===== src/hdl/lsp_pkg.sv =====
/*
 * lsp_pkg: shared constants and carrier types of the lcd driver serial slave port.
 * Assumes a single 10 MHz system clock; link pins are sampled by that clock.
 */
package lsp_pkg;
	// ---------------------------------------------------------------
	// selection byte layout
	// ---------------------------------------------------------------
	localparam int         SEL_DIR_BIT   = 7;
	localparam int         SEL_UNIT_HI   = 6;
	localparam int         SEL_UNIT_LO   = 5;
	localparam logic [1:0] UNIT_MATCH    = 2'h1;
	// ---------------------------------------------------------------
	// control byte layout
	// ---------------------------------------------------------------
	localparam int         CTL_MORE_BIT  = 7;
	localparam int         CTL_TARGET_BIT = 6;
	// ---------------------------------------------------------------
	// counts and reset values
	// ---------------------------------------------------------------
	localparam int         BYTE_BITS     = 8;
	localparam logic [2:0] BIT_CNT_LAST  = 3'h7;
	localparam logic [2:0] BIT_CNT_RST   = 3'h0;
	localparam logic [7:0] BYTE_RST      = 8'h00;
	localparam int         BUF_DEPTH     = 2;

	// payload word handed to the display/command logic
	typedef struct packed {
		logic       payload_target_select; // 0 command, 1 display memory
		logic [7:0] data;
	} lsp_word_t;

	// access state, one-hot
	typedef enum logic [4:0] {
		LSP_SELECT  = 5'b00001,
		LSP_CONTROL = 5'b00010,
		LSP_PAYLOAD = 5'b00100,
		LSP_READ    = 5'b01000,
		LSP_IGNORE  = 5'b10000
	} lsp_state_t;
endpackage


===== src/hdl/lsp_buf.sv =====
/*
 * lsp_buf: two-entry valid/ready buffer for received payload words.
 * Assumes both sides run on clk_in; rst_in synchronous active high.
 */
`timescale 1ns/1ns
module lsp_buf
	import lsp_pkg::*;
(
	input  wire logic      clk_in,    // system clock
	input  wire logic      rst_in,    // synchronous reset
	input  wire logic      s_valid_in, // word offered
	input  wire lsp_word_t s_word_in,  // offered word
	output logic           s_ready_out, // room available
	output logic           m_valid_out, // word available
	output lsp_word_t      m_word_out,  // oldest word
	input  wire logic      m_ready_in   // receiver takes word
);
	lsp_word_t  mem [BUF_DEPTH];
	logic       wr_ptr, rd_ptr, next_wr_ptr, next_rd_ptr;
	logic [1:0] count, next_count;
	logic       push, pop;

	// ---------------------------------------------------------------
	// pointer and occupancy next state
	// ---------------------------------------------------------------
	always_comb begin
		s_ready_out = (count != 2'h2);
		m_valid_out = (count != 2'h0);
		m_word_out  = mem[rd_ptr];
		push        = s_valid_in && s_ready_out;
		pop         = m_valid_out && m_ready_in;
		next_wr_ptr = push ? ~wr_ptr : wr_ptr;
		next_rd_ptr = pop ? ~rd_ptr : rd_ptr;
		next_count  = count + {1'b0, push} - {1'b0, pop};
	end

	// registers of the buffer
	always_ff @(posedge clk_in) begin
		if (rst_in) begin
			wr_ptr <= 1'b0;
			rd_ptr <= 1'b0;
			count  <= 2'h0;
		end else begin
			wr_ptr <= next_wr_ptr;
			rd_ptr <= next_rd_ptr;
			count  <= next_count;
		end
		if (push)
			mem[wr_ptr] <= s_word_in;
	end
endmodule // lsp_buf


===== src/hdl/lsp_port.sv =====
/*
 * lsp_port: three-wire serial slave port of an lcd driver.
 * Assumes chip select, serial clock and data arrive asynchronously and are
 * sampled by clk_in (10 MHz); serial clock is far slower than clk_in.
 */
// Overview of operation
// - chip select high holds the serial logic in reset
// - incoming bits are captured on serial clock rising edges
// - read data changes on serial clock falling edges
// - eight-bit units, most significant bit first both ways
// - first byte after chip select falls is the selection byte
// - selection bit 7: zero write, one read
// - act only when selection bits 6..5 equal 01, else ignore transfer
// - in writes, byte after selection is a control byte
// - host reads temperature by sending selection byte with direction one
// - on reads, drive data line right after last selection bit
// - chip select rising ends a read and releases the data line
// - control bit 7 more controls follow, bit 6 selects command or display
`timescale 1ns/1ns
module lsp_port
	import lsp_pkg::*;
(
	input  wire logic       clk_in,            // system clock, 10 MHz
	input  wire logic       rst_in,            // synchronous reset, active high
	input  wire logic       chip_sel_n_in,     // chip select pin, active low
	input  wire logic       sclk_in,           // serial clock pin
	input  wire logic       sdio_in,           // shared data line, input side
	output logic            sdio_out,          // shared data line, driven value
	output logic            sdio_oe_n_out,     // low while the port drives the line
	input  wire logic [7:0] temperature_byte_in, // temperature value to return
	output logic            word_valid_out,    // payload word available
	output lsp_word_t       word_out,          // payload word and its target
	input  wire logic       word_ready_in,     // receiver takes word
	output logic            access_active_out, // selected access in progress
	output logic            overrun_out        // word dropped for lack of room
);
	// ---------------------------------------------------------------
	// pin synchronisers
	// ---------------------------------------------------------------
	logic [1:0] cs_sync, sck_sync, sd_sync;
	logic       cs_n, sck, sd, sck_prev;
	logic       rise, fall, deselect;

	always_ff @(posedge clk_in) begin
		if (rst_in) begin
			cs_sync  <= 2'h3;
			sck_sync <= 2'h0;
			sd_sync  <= 2'h0;
			sck_prev <= 1'b0;
		end else begin
			cs_sync  <= {cs_sync[0], chip_sel_n_in};
			sck_sync <= {sck_sync[0], sclk_in};
			sd_sync  <= {sd_sync[0], sdio_in};
			sck_prev <= sck;
		end
	end

	// edge detection on synchronised levels only
	assign cs_n     = cs_sync[1];
	assign sck      = sck_sync[1];
	assign sd       = sd_sync[1];
	assign rise     = sck && !sck_prev && !cs_n;
	assign fall     = !sck && sck_prev && !cs_n;
	assign deselect = rst_in || cs_n;

	// ---------------------------------------------------------------
	// access state machine
	// ---------------------------------------------------------------
	lsp_state_t state, next_state;
	logic [2:0] bit_cnt, next_bit_cnt;
	logic [7:0] shreg, next_shreg;
	logic [7:0] tx, next_tx;
	logic       target, next_target;
	logic       more, next_more;
	logic       drive, next_drive;
	logic       dout, next_dout;
	logic       ovr, next_ovr;
	logic       push, next_push;
	lsp_word_t  pword, next_pword;
	logic       buf_ready;
	logic [7:0] rx_byte;

	assign rx_byte = {shreg[6:0], sd}; // msb first

	// next values of the port state
	always_comb begin
		next_state   = state;
		next_bit_cnt = bit_cnt;
		next_shreg   = shreg;
		next_tx      = tx;
		next_target  = target;
		next_more    = more;
		next_drive   = drive;
		next_dout    = dout;
		next_ovr     = ovr;
		next_push    = 1'b0;
		next_pword   = pword;
		if (rise && state != LSP_READ && state != LSP_IGNORE) begin
			next_shreg   = rx_byte;
			next_bit_cnt = bit_cnt + 3'h1;
			if (bit_cnt == BIT_CNT_LAST) begin
				case (state)
					LSP_SELECT: begin
						if (rx_byte[SEL_UNIT_HI:SEL_UNIT_LO] != UNIT_MATCH)
							next_state = LSP_IGNORE;
						else if (rx_byte[SEL_DIR_BIT]) begin
							next_state = LSP_READ;
							next_drive = 1'b1;
							next_dout  = temperature_byte_in[BYTE_BITS-1];
							next_tx    = {temperature_byte_in[6:0], 1'b0};
						end else
							next_state = LSP_CONTROL;
					end
					LSP_CONTROL: begin
						next_more   = rx_byte[CTL_MORE_BIT];
						next_target = rx_byte[CTL_TARGET_BIT];
						next_state  = LSP_PAYLOAD;
					end
					LSP_PAYLOAD: begin
						if (more)
							next_state = LSP_CONTROL;
						next_pword = '{payload_target_select: target, data: rx_byte};
						next_push  = 1'b1;
					end
					default: next_state = LSP_IGNORE;
				endcase
			end
		end
		if (state == LSP_PAYLOAD && more && rise && bit_cnt == BIT_CNT_LAST) begin
			// a control byte with more set precedes one payload byte, then control again
			next_more = more;
		end
		if (state == LSP_READ && fall) begin
			if (bit_cnt == BIT_CNT_LAST)
				next_drive = 1'b0;
			else begin
				next_dout    = tx[BYTE_BITS-1];
				next_tx      = {tx[6:0], 1'b0};
				next_bit_cnt = bit_cnt + 3'h1;
			end
		end
		if (state == LSP_READ && rise && !drive)
			next_state = LSP_IGNORE;
		// a registered push that meets a full buffer loses its word
		if (push && !buf_ready)
			next_ovr = 1'b1;
		if (deselect) begin
			next_state   = LSP_SELECT;
			next_bit_cnt = BIT_CNT_RST;
			next_shreg   = BYTE_RST;
			next_tx      = BYTE_RST;
			next_more    = 1'b0;
			next_target  = 1'b0;
			next_drive   = 1'b0;
			next_dout    = 1'b0;
			next_push    = 1'b0;
		end
		if (rst_in)
			next_ovr = 1'b0;
	end

	// registers of the port state
	always_ff @(posedge clk_in) begin
		state   <= next_state;
		bit_cnt <= next_bit_cnt;
		shreg   <= next_shreg;
		tx      <= next_tx;
		target  <= next_target;
		more    <= next_more;
		drive   <= next_drive;
		dout    <= next_dout;
		ovr     <= next_ovr;
		push    <= next_push;
		pword   <= next_pword;
	end

	// ---------------------------------------------------------------
	// outputs
	// ---------------------------------------------------------------
	assign sdio_out          = dout;
	assign sdio_oe_n_out     = !drive;
	assign access_active_out = (state != LSP_SELECT) && (state != LSP_IGNORE);
	assign overrun_out       = ovr;

	lsp_buf u_buf (
		.clk_in      (clk_in),
		.rst_in      (rst_in),
		.s_valid_in  (push),
		.s_word_in   (pword),
		.s_ready_out (buf_ready),
		.m_valid_out (word_valid_out),
		.m_word_out  (word_out),
		.m_ready_in  (word_ready_in)
	);
endmodule // lsp_port


===== config.mk =====
export PLATFORM = sky130hd
export DESIGN_NAME = lsp_port
export DESIGN_NICKNAME = d
export VERILOG_FILES = /design/src/hdl/lsp_pkg.sv /design/src/hdl/lsp_buf.sv /design/src/hdl/lsp_port.sv
export SDC_FILE = /design/constraint.sdc
export NUM_CORES = 1
export LEC_CHECK = 0
export BUFFER_PORTS_ARGS = -buffer_cell sky130_fd_sc_hd__buf_2
export CORE_MARGIN = 5
export CORE_UTILIZATION = 40
export DETAILED_ROUTE_END_ITERATION = 16
export GPL_TIMING_DRIVEN = 0
export MAX_ROUTING_LAYER = met4
export PLACE_DENSITY = 0.68
export SLEW_MARGIN = 20
export SYNTH_ARGS = -nofsm -noshare
export SYNTH_HDL_FRONTEND = slang
export SYNTH_SLANG_ARGS = --single-unit

===== constraint.sdc =====
create_clock -name clk_in -period 2.23 [get_ports clk_in]
set_clock_uncertainty 0.05 [all_clocks]
set_input_delay 0.446 -clock clk_in [delete_from_list [all_inputs] [get_ports clk_in]]
set_output_delay 0.446 -clock clk_in [all_outputs]
set_load 0.03 [all_outputs]

== After elaboration in Yosys (flattened, before gate mapping) ==
Memory sizes are Yosys's and may differ from the RTL's. A register that Yosys moved wholly into a read port is not among the register bits.
Index checks and enable logic that the tools add are counted.

* Bits in writable memories: 18
* Memories kept: 1
* Input bits: 14
* Register bits: 49

* Bitwise gates (word level): 5
* $add $sub $neg: 3
* Equal/unequal tests: 12
* Multiplexer cells: 36
* Reduce and logical (&&, ||, !) cells: 32

{| class="wikitable"
|+ Memories
! name !! depth !! bits a word !! read ports !! clocked after Yosys merged registers in !! write ports !! RTL line !! source
|-
| u_buf.mem || 2 || 9 || 1 || 1 || 1 || lsp_buf.sv:18 || <nowiki>lsp_word_t mem [BUF_DEPTH];</nowiki>
|}

{| class="wikitable"
|+ Operator list
! kind !! number
|-
| $mux W8 || 7
|-
| $mux W5 || 5
|-
| $mux W1 || 19
|-
| $logic_and A1 B1 Y1 || 16
|-
| $pmux W5 S3 || 1
|-
| $reduce_and A3 Y1 || 4
|-
| $mux W3 || 3
|-
| $reduce_bool A2 Y1 || 3
|-
| $eq A5 B1 Y1 const B || 1
|-
| $eq A5 B2 Y1 const B || 1
|-
| $eq A5 B3 Y1 const B || 1
|-
| $eq A5 B4 Y1 const B || 1
|-
| $logic_not A1 Y1 || 5
|-
| $ne A5 B1 Y1 const B || 1
|-
| $ne A5 B4 Y1 const B || 1
|-
| $ne A5 B5 Y1 const B || 1
|-
| $not A1 Y1 || 5
|-
| $mux W4 || 1
|-
| $ne A2 B2 Y1 const B || 2
|-
| $reduce_and A4 Y1 || 1
|-
| $add A3 B1 Y3 const B || 1
|-
| $eq A3 B3 Y1 const B || 1
|-
| $ne A3 B2 Y1 const B || 1
|-
| $reduce_or A3 Y1 || 1
|-
| 5 further kinds || 5
|}

== Depth between registers and ports, before layout ==
Gate-level depths: netlist of run 1.

* Word-level depth: 8
* Gate-level depth with buffers: 8
* Depth with buffers taken out: 8

== By module ==
Synthesis of run 1 repeated with hierarchy kept, for this count alone.

* Cell total of the unflattened synthesis: 234
* Area, all modules: 2751.4 sq um

{| class="wikitable"
|+ Modules (own cells, without submodules)
! module !! area an instance (sq um) !! times used !! cells an instance
|-
| lsp_port || 1841.8 || 1 || 179
|-
| lsp_buf || 909.6 || 1 || 55
|}

== Least setup slack after synthesis of run 1 ==
No wires, ideal clock.

* Path type: register -> register
* Start point: register bit_cnt[0]
* End point: register pword[0] (netlist name) (enable)
* Stages on the path, launching flop included: 7
* Slack: 0.216 ns
* Data arrival time: 1.589 ns
* Path through: dfxtp_1 -> ha_1 -> ha_1 -> and4bb_2 -> o21ai_2 -> buf_2 -> nor2_1

* Longest elaborated chain between the ends: 2

{| class="wikitable"
|+ Ends and longest elaborated chain
! what !! RTL line !! source
|-
| from (decl) || lsp_port.sv:70 || <nowiki>logic [2:0] bit_cnt, next_bit_cnt;</nowiki>
|-
| from (signal assigned) || lsp_port.sv:165 || <nowiki>bit_cnt <= next_bit_cnt;</nowiki>
|-
| $eq A3 B3 Y1 || lsp_port.sv:101 || <nowiki>if (bit_cnt == BIT_CNT_LAST) begin</nowiki>
|-
| $reduce_and A3 Y1 (no line) || n/a ||
|-
| to (signal assigned) || lsp_port.sv:174 || <nowiki>pword <= next_pword;</nowiki>
|-
| to (decl) || lsp_port.sv:79 || <nowiki>lsp_word_t pword, next_pword;</nowiki>
|}

Every way passes these cells.
A chain may end at the register's enable or synchronous reset.

==> qor.yml, run 1 <==
diodes: 0
viasPerCell: 5.011
io_pins: 28
cpLargestDelayFamily: "buffers and inverters"
slew_violations: 0
top_usage_layer: "met2"
syn_avg_cell_area_sq_um: 11.98
clk_pin_slew_ns: 0.07
synthesis.nets: 253
setup_viol: 0
vias: 1874
rows: 30
async_reset_ff_frac: 0
io_buffer_count: 27
critPathLaunchType: "flop"
crit_type: "reg2out"
p_leak_nw: 1.174
netlist_area_sq_um: 2816
dieArea_sq_um: 8819
grt_pass1_wl_mm: 8.280
drt_iter0_markers: 69
max_freq_ghz: 0.4741
multi_input_area_sq_um: 1052
cts_tree: "built"
fin_hold_ws_ns: 0.2407
grt_use_met1: 0.1551
worstPathCellList: "clkbuf_1 -> mux2_2 -> buf_2"
overflow: 0
drt_drc_violations_left: 0
yosysMostFrequentCell: "dfxtp_1"
gp_congestion: 0.7827
critPathSlowestCell: "mux2_2"
finish.utilization: 0.4817
layout-drive-gt1-share: 0.3022
grt_max_degree: 13
die_w_um: 93.91
cp.arrival_ns: 1.61
die-height_um: 93.91
hpwlAfterDp_mm: 3.484
ys_top_cells_by_area: "dfxtp_1 29%, edfxtp_1 29%, mux2_2 3.6%"
grt_use_met2: 0.1869
grt_use_met3: 0.03045
path_max_fanout: 9
period_share: 0.9458
start_util: 0.4123
cts_max_level: 3
place_inst: 358
slew_headroom: 0.4870
cts_sinks: 68
fill_cells: 659
powerDensity_nw_per_um2: 767.6
grt.total_usage: 0.1222
drt_pass1_iterations: 4
ys_top_cells_by_count: "41 x dfxtp_1, 27 x edfxtp_1, 18 x nor2_1, 14 x inv_1, 12 x nand3_1"
yosysTopAreaCellShare: 0.2914
worst_hold_path_type: "in2reg"
worst_pin_slew_ns: 0.7667
crit_required_ns: 1.73
placed_area_sq_um: 3072
status: "finished clean"
yosys_most_used_dff: "dfxtp_1"
max-cap-violations: 0
clk_path_buf_depth: 2
seq_area_frac_synth: 0.5793
wl_per_cell_um: 13.16
critPathBufInv: 2
core_area_sq_um: 6832
seqCellArea_sq_um: 1632
synth_cell_types: 46
grt_pass1_vias: 1813
ys_warn_count: 0
synth_edf_count: 27
drt_wl_total_mm: 4.922
drtAntennaViolNets: 0
cts_root_buffer: "clkbuf_8"
design_area_sq_um: 3291
syn_inst: 235
fin_cells: 374
cts_hold_buf: 0
ys_ff_latch: 68
cts_made_buffers: 9
layout.nets: 291
min_period_ns: 2.109
antenna_found_initial: 0
clock_latency_ns: 0.34
critical_path.endpoint_type: "output port"
hold_viol_final: 0
rsz0062_at_grt: "false"
max_stage_delay_ns: 0.40
synth_area_leader_cell: "dfxtp_1"
syn_to_final_growth_pct: 16.84
peakVddDrop_v: 0.0002097
==> worst paths after layout <==
check	from	to	slack (ns)	cells past startpoint
worst max register to register	state[3]	sdio_out	0.20	6
worst max-delay path	flop	word_out[1]	0.12	3
worst min-delay path	chip_sel_n_in	cs_sync[0]	0.24	2
worst min register to register	cs_sync[0]	cs_sync[1]	0.39	1
==> cell families (layout without fill, tap and decap cells) <==
family,count (synthesis),count (layout),synth area share
multiplexers,18,18,0.06797
adder cells (fa/ha/maj),4,4,0.01777
flip-flops,68,68,0.5793
XOR/XNOR,7,7,0.02177
buffers and inverters,29,72,0.04975
AND/OR/NAND/NOR,72,72,0.1488
AO/OA/AOI/OAI,37,37,0.1146
==> stage by stage <==
| step | setup slack [ns] | setup TNS (ns) | total power [mW] |
|---|---|---|---|
| detailed placement | -0.1607 | -1.443 | 1.518 |
| CTS | 0.04054 | 0 | 2.560 |
| finish | 0.1209 | 0 | 2.526 |
| floorplan | 0.2165 | 0 | 1.469 |
| global placement | -0.1416 | -1.271 | 1.512 |
| global route | 0.02704 | 0 | 2.621 |
==> worst register-to-register path, cell delays in order (launching register included) <==
cell and delay, ns:
dfxtp_1 0.30, buf_2 0.16, nor4b_2 0.68, o2111a_1 0.31, buf_6 0.14, o221a_1 0.20
a211oi_2 0.05
==> registers in the layout, summed over array words and instances, names as in the netlist, 2 cells and up, named ones only <==
register	cells
u_buf.count	2
sck_sync	2
shreg	7
u_buf.mem	18
cs_sync	2
tx	8
bit_cnt	3
sd_sync	2
pword	9
state	5
==> report_power, final <==
| part | leakage (nW) | switching (mW) | internal [mW] |
|---|---|---|---|
| clock network | 0.101 | 0.455 | 0.584 |
| logic | 0.493 | 0.100 | 0.0741 |
| registers | 0.581 | 0.0120 | 1.30 |
==> layout make-up <==
cell class              count  area share
well taps                  96     0.03650
repair buffers             27     0.04106
plain buffers              15     0.02662
flip-flops and latches     68      0.4958
clock buffers              11     0.04639
inverters                  14     0.01597
multi-input cells         138      0.3198
clock inverters             5     0.01787
==> cell usage in the layout, fill, tap and decap left out, types with 2 or more instances in the layout <==
cell type / count
clkinvlp_4: 2
nor4_1: 3
clkbuf_8: 9
nand2_1: 3
clkbuf_1: 6
a21oi_1: 6
o221a_2: 6
nor2_1: 17
xor2_1: 2
nand3_1: 12
or2_2: 5
nor3b_1: 3
nor3_1: 5
ha_1: 4
dfxtp_1: 41
nand3b_1: 3
nor4bb_1: 2
mux2i_1: 9
mux2_2: 9
o21ai_0: 5
inv_1: 14
nand2b_1: 3
o21a_1: 2
edfxtp_1: 27
buf_2: 34
nor2b_1: 6
or3_1: 2
xnor2_1: 5
a211oi_2: 7
buf_6: 3
==> layer usage <==
metal / up-vias / wire length (um)
li1: 930 / -
met1: 897 / 2368
met2: 37 / 2258
met3: 10 / 219
met4: 0 / 76
met5: - / 0
==> what timing repair did <==
item,CTS,global route
setup buffers,0,0
hold endpoints to repair,0,0
gates resized for setup,1,1
setup endpoints to repair,9,9
Note: power is estimated with default switching activity, not from simulation.
==> run 2, diff against run 1 <==
==> constraint.sdc (replaced) <==
create_clock -name clk_in -period 2.69 [get_ports clk_in]
set_clock_uncertainty 0.05 [all_clocks]
set_input_delay 0.538 -clock clk_in [delete_from_list [all_inputs] [get_ports clk_in]]
set_output_delay 0.538 -clock clk_in [all_outputs]
set_load 0.03 [all_outputs]
==> qor.yml, run 2 (same netlist as run 1, synthesis figures left out) <==
vias: 1870  # was 1874
gp_congestion: 0.7827  # unchanged
die_w_um: 93.91  # unchanged
drt_drc_violations_left: 0  # unchanged
min_period_ns: 2.385
r2r_cells: 6  # unchanged
largest_reg_flops: 18  # unchanged
top_register: "u_buf.mem"  # unchanged
path_max_fanout: 10  # was 9
die-height_um: 93.91  # unchanged
viasPerCell: 5.000  # was 5.011
crit_required_ns: 2.60  # was 1.73 ns
wl_per_cell_um: 13.18  # was 13.16 um
multi_input_area_sq_um: 1045  # was 1052 sq um
grt_use_met3: 0.03045  # unchanged
critical_path.endpoint_type: "flop"  # was output port
max-cap-violations: 0  # unchanged
finalSetupTns_ns: 0  # unchanged
final_common_cell: "dfxtp_1"  # unchanged
worst_hold_path_type: "in2reg"  # unchanged
holdPathStages: 2  # unchanged
seqCellArea_sq_um: 1632  # unchanged
antenna_found_initial: 0  # unchanged
worst_pin_slew_ns: 0.7699  # was 0.7667 ns
cts_hold_buf: 0  # unchanged
grt_use_met2: 0.1875  # was 0.1869
hold_viol_final: 0  # unchanged
top_usage_layer: "met2"  # unchanged
peakVddDrop_v: 0.0001758  # was 0.0002097 V
dieArea_sq_um: 8819  # unchanged
diodes: 0  # unchanged
seq_power_share: 0.519  # was 0.520
clockPowerShare: 0.412  # was 0.411
crit_type: "reg2reg"  # was reg2out
io_buffer_count: 27  # unchanged
clk_pin_slew_ns: 0.07  # about the same
io_pins: 28  # unchanged
hpwlAfterDp_mm: 3.484  # unchanged
p_leak_nw: 1.174  # about the same
setup_viol: 0  # unchanged
rrSetupSlack_ns: 0.31  # was 0.20 ns
switching_share: 0.2256  # was 0.2245
layout.nets: 291  # unchanged
drt_iter0_markers: 67  # was 69
cts_resized: 0  # was 1
drt_wl_total_mm: 4.930  # was 4.922 mm
powerDensity_nw_per_um2: 638.7  # was 767.6 nW/um^2
layout-drive-gt1-share: 0.2986  # was 0.3022
slew_headroom: 0.4849  # was 0.4870
core_area_sq_um: 6832  # unchanged
start_util: 0.4123  # unchanged
max_freq_ghz: 0.4193
most-common-layout-cells: "41 x dfxtp_1, 34 x buf_2, 27 x edfxtp_1, 18 x nor2_1, 14 x inv_1"  # was 41 x dfxtp_1, 34 x buf_2, 27 x edfxtp_1, 17 x nor2_1, 14 x inv_1
grt_max_degree: 13  # unchanged
cts_setup_buffers: 0  # unchanged
slew_violations: 0  # unchanged
grt.total_usage: 0.1224  # was 0.1222
cts_root_buffer: "clkbuf_8"  # unchanged
grt_pass1_wl_mm: 8.293  # was 8.280 mm
overflow: 0  # unchanged
grt_use_met1: 0.1551  # unchanged
clk_path_buf_depth: 2  # unchanged
grt_pass1_vias: 1814  # was 1813
cts_made_buffers: 9  # unchanged
power_switching_mw: 0.4731  # was 0.5671 mW
critPathLaunchType: "flop"  # unchanged
cts_tree: "built"  # unchanged
p_int_mw: 1.624  # was 1.959 mW
comb_power_share: 0.069  # about the same
drtAntennaViolNets: 0  # unchanged
rows: 30  # unchanged
fill_cells: 661  # was 659
status: "finished clean"  # unchanged
biggestRegsByFlops: "u_buf.mem (18), pword (9), tx (8)"  # unchanged
cp.arrival_ns: 2.30  # was 1.61 ns
cts_sinks: 68  # unchanged
drt_pass1_iterations: 4  # unchanged
cts_max_level: 3  # unchanged
total_power_mw: 2.097  # was 2.526 mW
syn_to_final_growth_pct: 16.57  # was 16.84%
rsz0062_at_grt: "false"  # unchanged
clock_latency_ns: 0.34  # about the same
period_share: 0.8866
==> run 2: layout make-up <==
cell class,count,share of cell area
Sequential cell,68,0.4969
Inverter,14,0.01601
Buffer,15,0.02668
Clock buffer,11,0.04649
Timing Repair Buffer,27,0.04116
Clock inverter,5,0.01791
Multi-Input combinational cell,138,0.3182
Tap cell,96,0.03659
==> run 2: path summary, 6_finish.rpt <==
kind,start,endpoint
setup / recovery,bit_cnt[0],pword[4]
hold / removal,chip_sel_n_in,cs_sync[0]
setup reg to reg,bit_cnt[0],pword[4]
hold reg to reg,target,pword[8]
==> run 2: worst max-delay path, stage by stage (launching register included) <==
cell	delay, ns
dfxtp_1	0.36
ha_1	0.17
ha_1	0.20
and4bb_2	0.30
o21ai_2	0.13
buf_2	0.22
nor2_1	0.58
==> run 2: power by group through the flow <==
stage	clock network (mW)	logic [mW]	registers, mW
floorplan	0	0.110	1.11
global placement	0	0.143	1.11
detailed placement	0	0.147	1.11
CTS	0.887	0.148	1.09
global route	0.924	0.159	1.09
finish	0.864	0.144	1.09
==> run 2: stage by stage <==
stage | cells | util | hold slack, ns | cell area (sq um) | setup slack, ns
global route | 374 | 0.4806 | 0.3426 | 3283 | 0.1511
CTS | 374 | 0.4806 | 0.3188 | 3283 | 0.2851
floorplan | 235 | - | 0.3395 | 2816 | 0.6765
finish | 374 | 0.4806 | 0.3301 | 3283 | 0.3051
detailed placement | 358 | 0.4496 | 0.3625 | 3072 | 0.2993
global placement | 358 | 0.4496 | 0.3552 | 3072 | 0.3184
==> run 2: routing by layer <==
layer | share of wire | vias up
met5 | 0 | -
met3 | 0.041 | 10
met2 | 0.46 | 33
li1 | - | 929
met4 | 0.015 | 0
met1 | 0.49 | 898
==> run 3, diff against run 2 <==
--- a/config.mk
+++ b/config.mk
@@ -6,12 +6,14 @@
 export NUM_CORES = 1
 export LEC_CHECK = 0
 export BUFFER_PORTS_ARGS = -buffer_cell sky130_fd_sc_hd__buf_2
+export CELL_PAD_IN_SITES_DETAIL_PLACEMENT = 1
+export CELL_PAD_IN_SITES_GLOBAL_PLACEMENT = 2
 export CORE_MARGIN = 5
 export CORE_UTILIZATION = 40
 export DETAILED_ROUTE_END_ITERATION = 16
 export GPL_TIMING_DRIVEN = 0
 export MAX_ROUTING_LAYER = met4
-export PLACE_DENSITY = 0.68
+export PLACE_DENSITY = 0.89
 export SLEW_MARGIN = 20
 export SYNTH_ARGS = -nofsm -noshare
 export SYNTH_HDL_FRONTEND = slang
==> qor.yml, run 3 (same netlist as run 1, synthesis figures left out) <==
status: "finished clean"  # unchanged
period_share: 0.9085  # was 0.8866
layout.nets: 291  # unchanged
cts_made_buffers: 9  # unchanged
peakVddDrop_v: 0.0002847  # was 0.0001758 V
vias: 1881  # was 1870
fill_cells: 769  # was 661
antenna_found_initial: 0  # unchanged
drt_wl_total_mm: 6.009  # was 4.930 mm
io_buffer_count: 27  # unchanged
top_register: "u_buf.mem"  # unchanged
placed_area_sq_um: 3072  # unchanged
dieArea_sq_um: 8819  # unchanged
viasPerCell: 5.029  # was 5.000
max-cap-violations: 0  # unchanged
cts_max_level: 3  # unchanged
cts_root_buffer: "clkbuf_8"  # unchanged
drt_pass1_iterations: 4  # unchanged
most-common-layout-cells: "41 x dfxtp_1, 34 x buf_2, 27 x edfxtp_1, 18 x nor2_1, 14 x inv_1"  # unchanged
overflow: 0  # unchanged
clk_path_buf_depth: 2  # unchanged
critical_path.endpoint_type: "flop"  # unchanged
min_period_ns: 2.444  # was 2.385 ns
wl_per_cell_um: 16.07  # was 13.18 um
die_w_um: 93.91  # unchanged
cts_tree: "built"  # unchanged
largest_reg_flops: 18  # unchanged
grt_max_degree: 13  # unchanged
path_max_fanout: 10  # unchanged
crit_required_ns: 2.60  # about the same
finalSetupTns_ns: 0  # unchanged
critPathLaunchType: "flop"  # unchanged
max_freq_ghz: 0.4092  # was 0.4193 GHz
die-height_um: 93.91  # unchanged
hold_viol_final: 0  # unchanged
rsz0062_at_grt: "false"  # unchanged
clock_latency_ns: 0.34  # about the same
cts_setup_buffers: 0  # unchanged
final_common_cell: "dfxtp_1"  # unchanged
layout-drive-gt1-share: 0.2950  # was 0.2986
grt_pass1_wl_mm: 9.908  # was 8.293 mm
worst_hold_path_type: "in2reg"  # unchanged
worst_pin_slew_ns: 0.8459  # was 0.7699 ns
cts_resized: 0  # unchanged
cts_sinks: 68  # unchanged
design_area_sq_um: 3281  # was 3283 sq um
cp.arrival_ns: 2.36  # was 2.30 ns
cts_hold_buf: 0  # unchanged
core_area_sq_um: 6832  # unchanged
finish.utilization: 0.4802  # was 0.4806
hpwlAfterDp_mm: 4.343  # was 3.484 mm
drt_drc_violations_left: 0  # unchanged
slew_headroom: 0.4346  # was 0.4849
diodes: 0  # unchanged
start_util: 0.4123  # unchanged
clk_pin_slew_ns: 0.08  # was 0.07 ns
p_leak_nw: 1.177  # was 1.174 nW
grt_pass1_vias: 1998  # was 1814
syn_to_final_growth_pct: 16.48  # was 16.57%
gp_congestion: 0.7498  # was 0.7827
rows: 30  # unchanged
grt.total_usage: 0.1521  # was 0.1224
biggestRegsByFlops: "u_buf.mem (18), pword (9), tx (8)"  # unchanged
drt_iter0_markers: 79  # was 67
drtAntennaViolNets: 0  # unchanged
powerDensity_nw_per_um2: 651.1  # was 638.7 nW/um^2
slew_violations: 0  # unchanged
io_pins: 28  # unchanged
setup_viol: 0  # unchanged
crit_type: "reg2reg"  # unchanged
[run 3: metrics by stage]
| step | hold slack (ns) | instances | setup WS (ns) | power (mW) |
|---|---|---|---|---|
| 2_1_floorplan | 0.3395 | 235 | 0.6765 | 1.218 |
| 3_3_place_gp | 0.3494 | 358 | 0.3057 | 1.254 |
| 3_5_place_dp | 0.3633 | 358 | 0.2343 | 1.262 |
| 4_1_cts | 0.3276 | 374 | 0.2032 | 2.168 |
| 5_1_grt | 0.3342 | 374 | 0.1004 | 2.224 |
| 6_report | 0.3443 | 374 | 0.2461 | 2.136 |
[run 3: final cells by class]
| class | count | area (sq um) | share of cell area |
|---|---|---|---|
| Buffer | 15 | 87.58 | 0.02670 |
| Tap cell | 96 | 120.1 | 0.03661 |
| Sequential cell | 68 | 1632 | 0.4973 |
| Multi-Input combinational cell | 138 | 1045 | 0.3185 |
| Timing Repair Buffer | 27 | 135.1 | 0.04119 |
| Clock buffer | 11 | 131.4 | 0.04005 |
| Clock inverter | 5 | 77.57 | 0.02365 |
| Inverter | 14 | 52.55 | 0.01602 |
[run 3: final timing paths]
kind         cells after the start          start  slack (ns)          to
max reg2reg                      6     bit_cnt[0]        0.25    pword[6]
min                              2  chip_sel_n_in        0.34  cs_sync[0]
min reg2reg                      1     cs_sync[0]        0.38  cs_sync[1]
max                              6     bit_cnt[0]        0.25    pword[6]
[run 3: worst max-delay path, cell delays in order (launching register included)]
cell,delay (ns)
dfxtp_1,0.37
ha_1,0.16
ha_1,0.20
and4bb_2,0.31
o21ai_2,0.13
buf_2,0.23
nor2_1,0.60
[run 3: power breakdown]
part           internal (mW)  switching [mW]  total [mW]
combinational         0.0620          0.0870       0.149
sequential              1.08          0.0107        1.09
clock                  0.520           0.378       0.898
total                   1.66           0.476        2.14
[run 3: layer usage]
layer	global-route usage	share of wire
met5	-	0
met4	0.05776	0.018
met3	0.04888	0.034
met2	0.2643	0.52
met1	0.1610	0.43
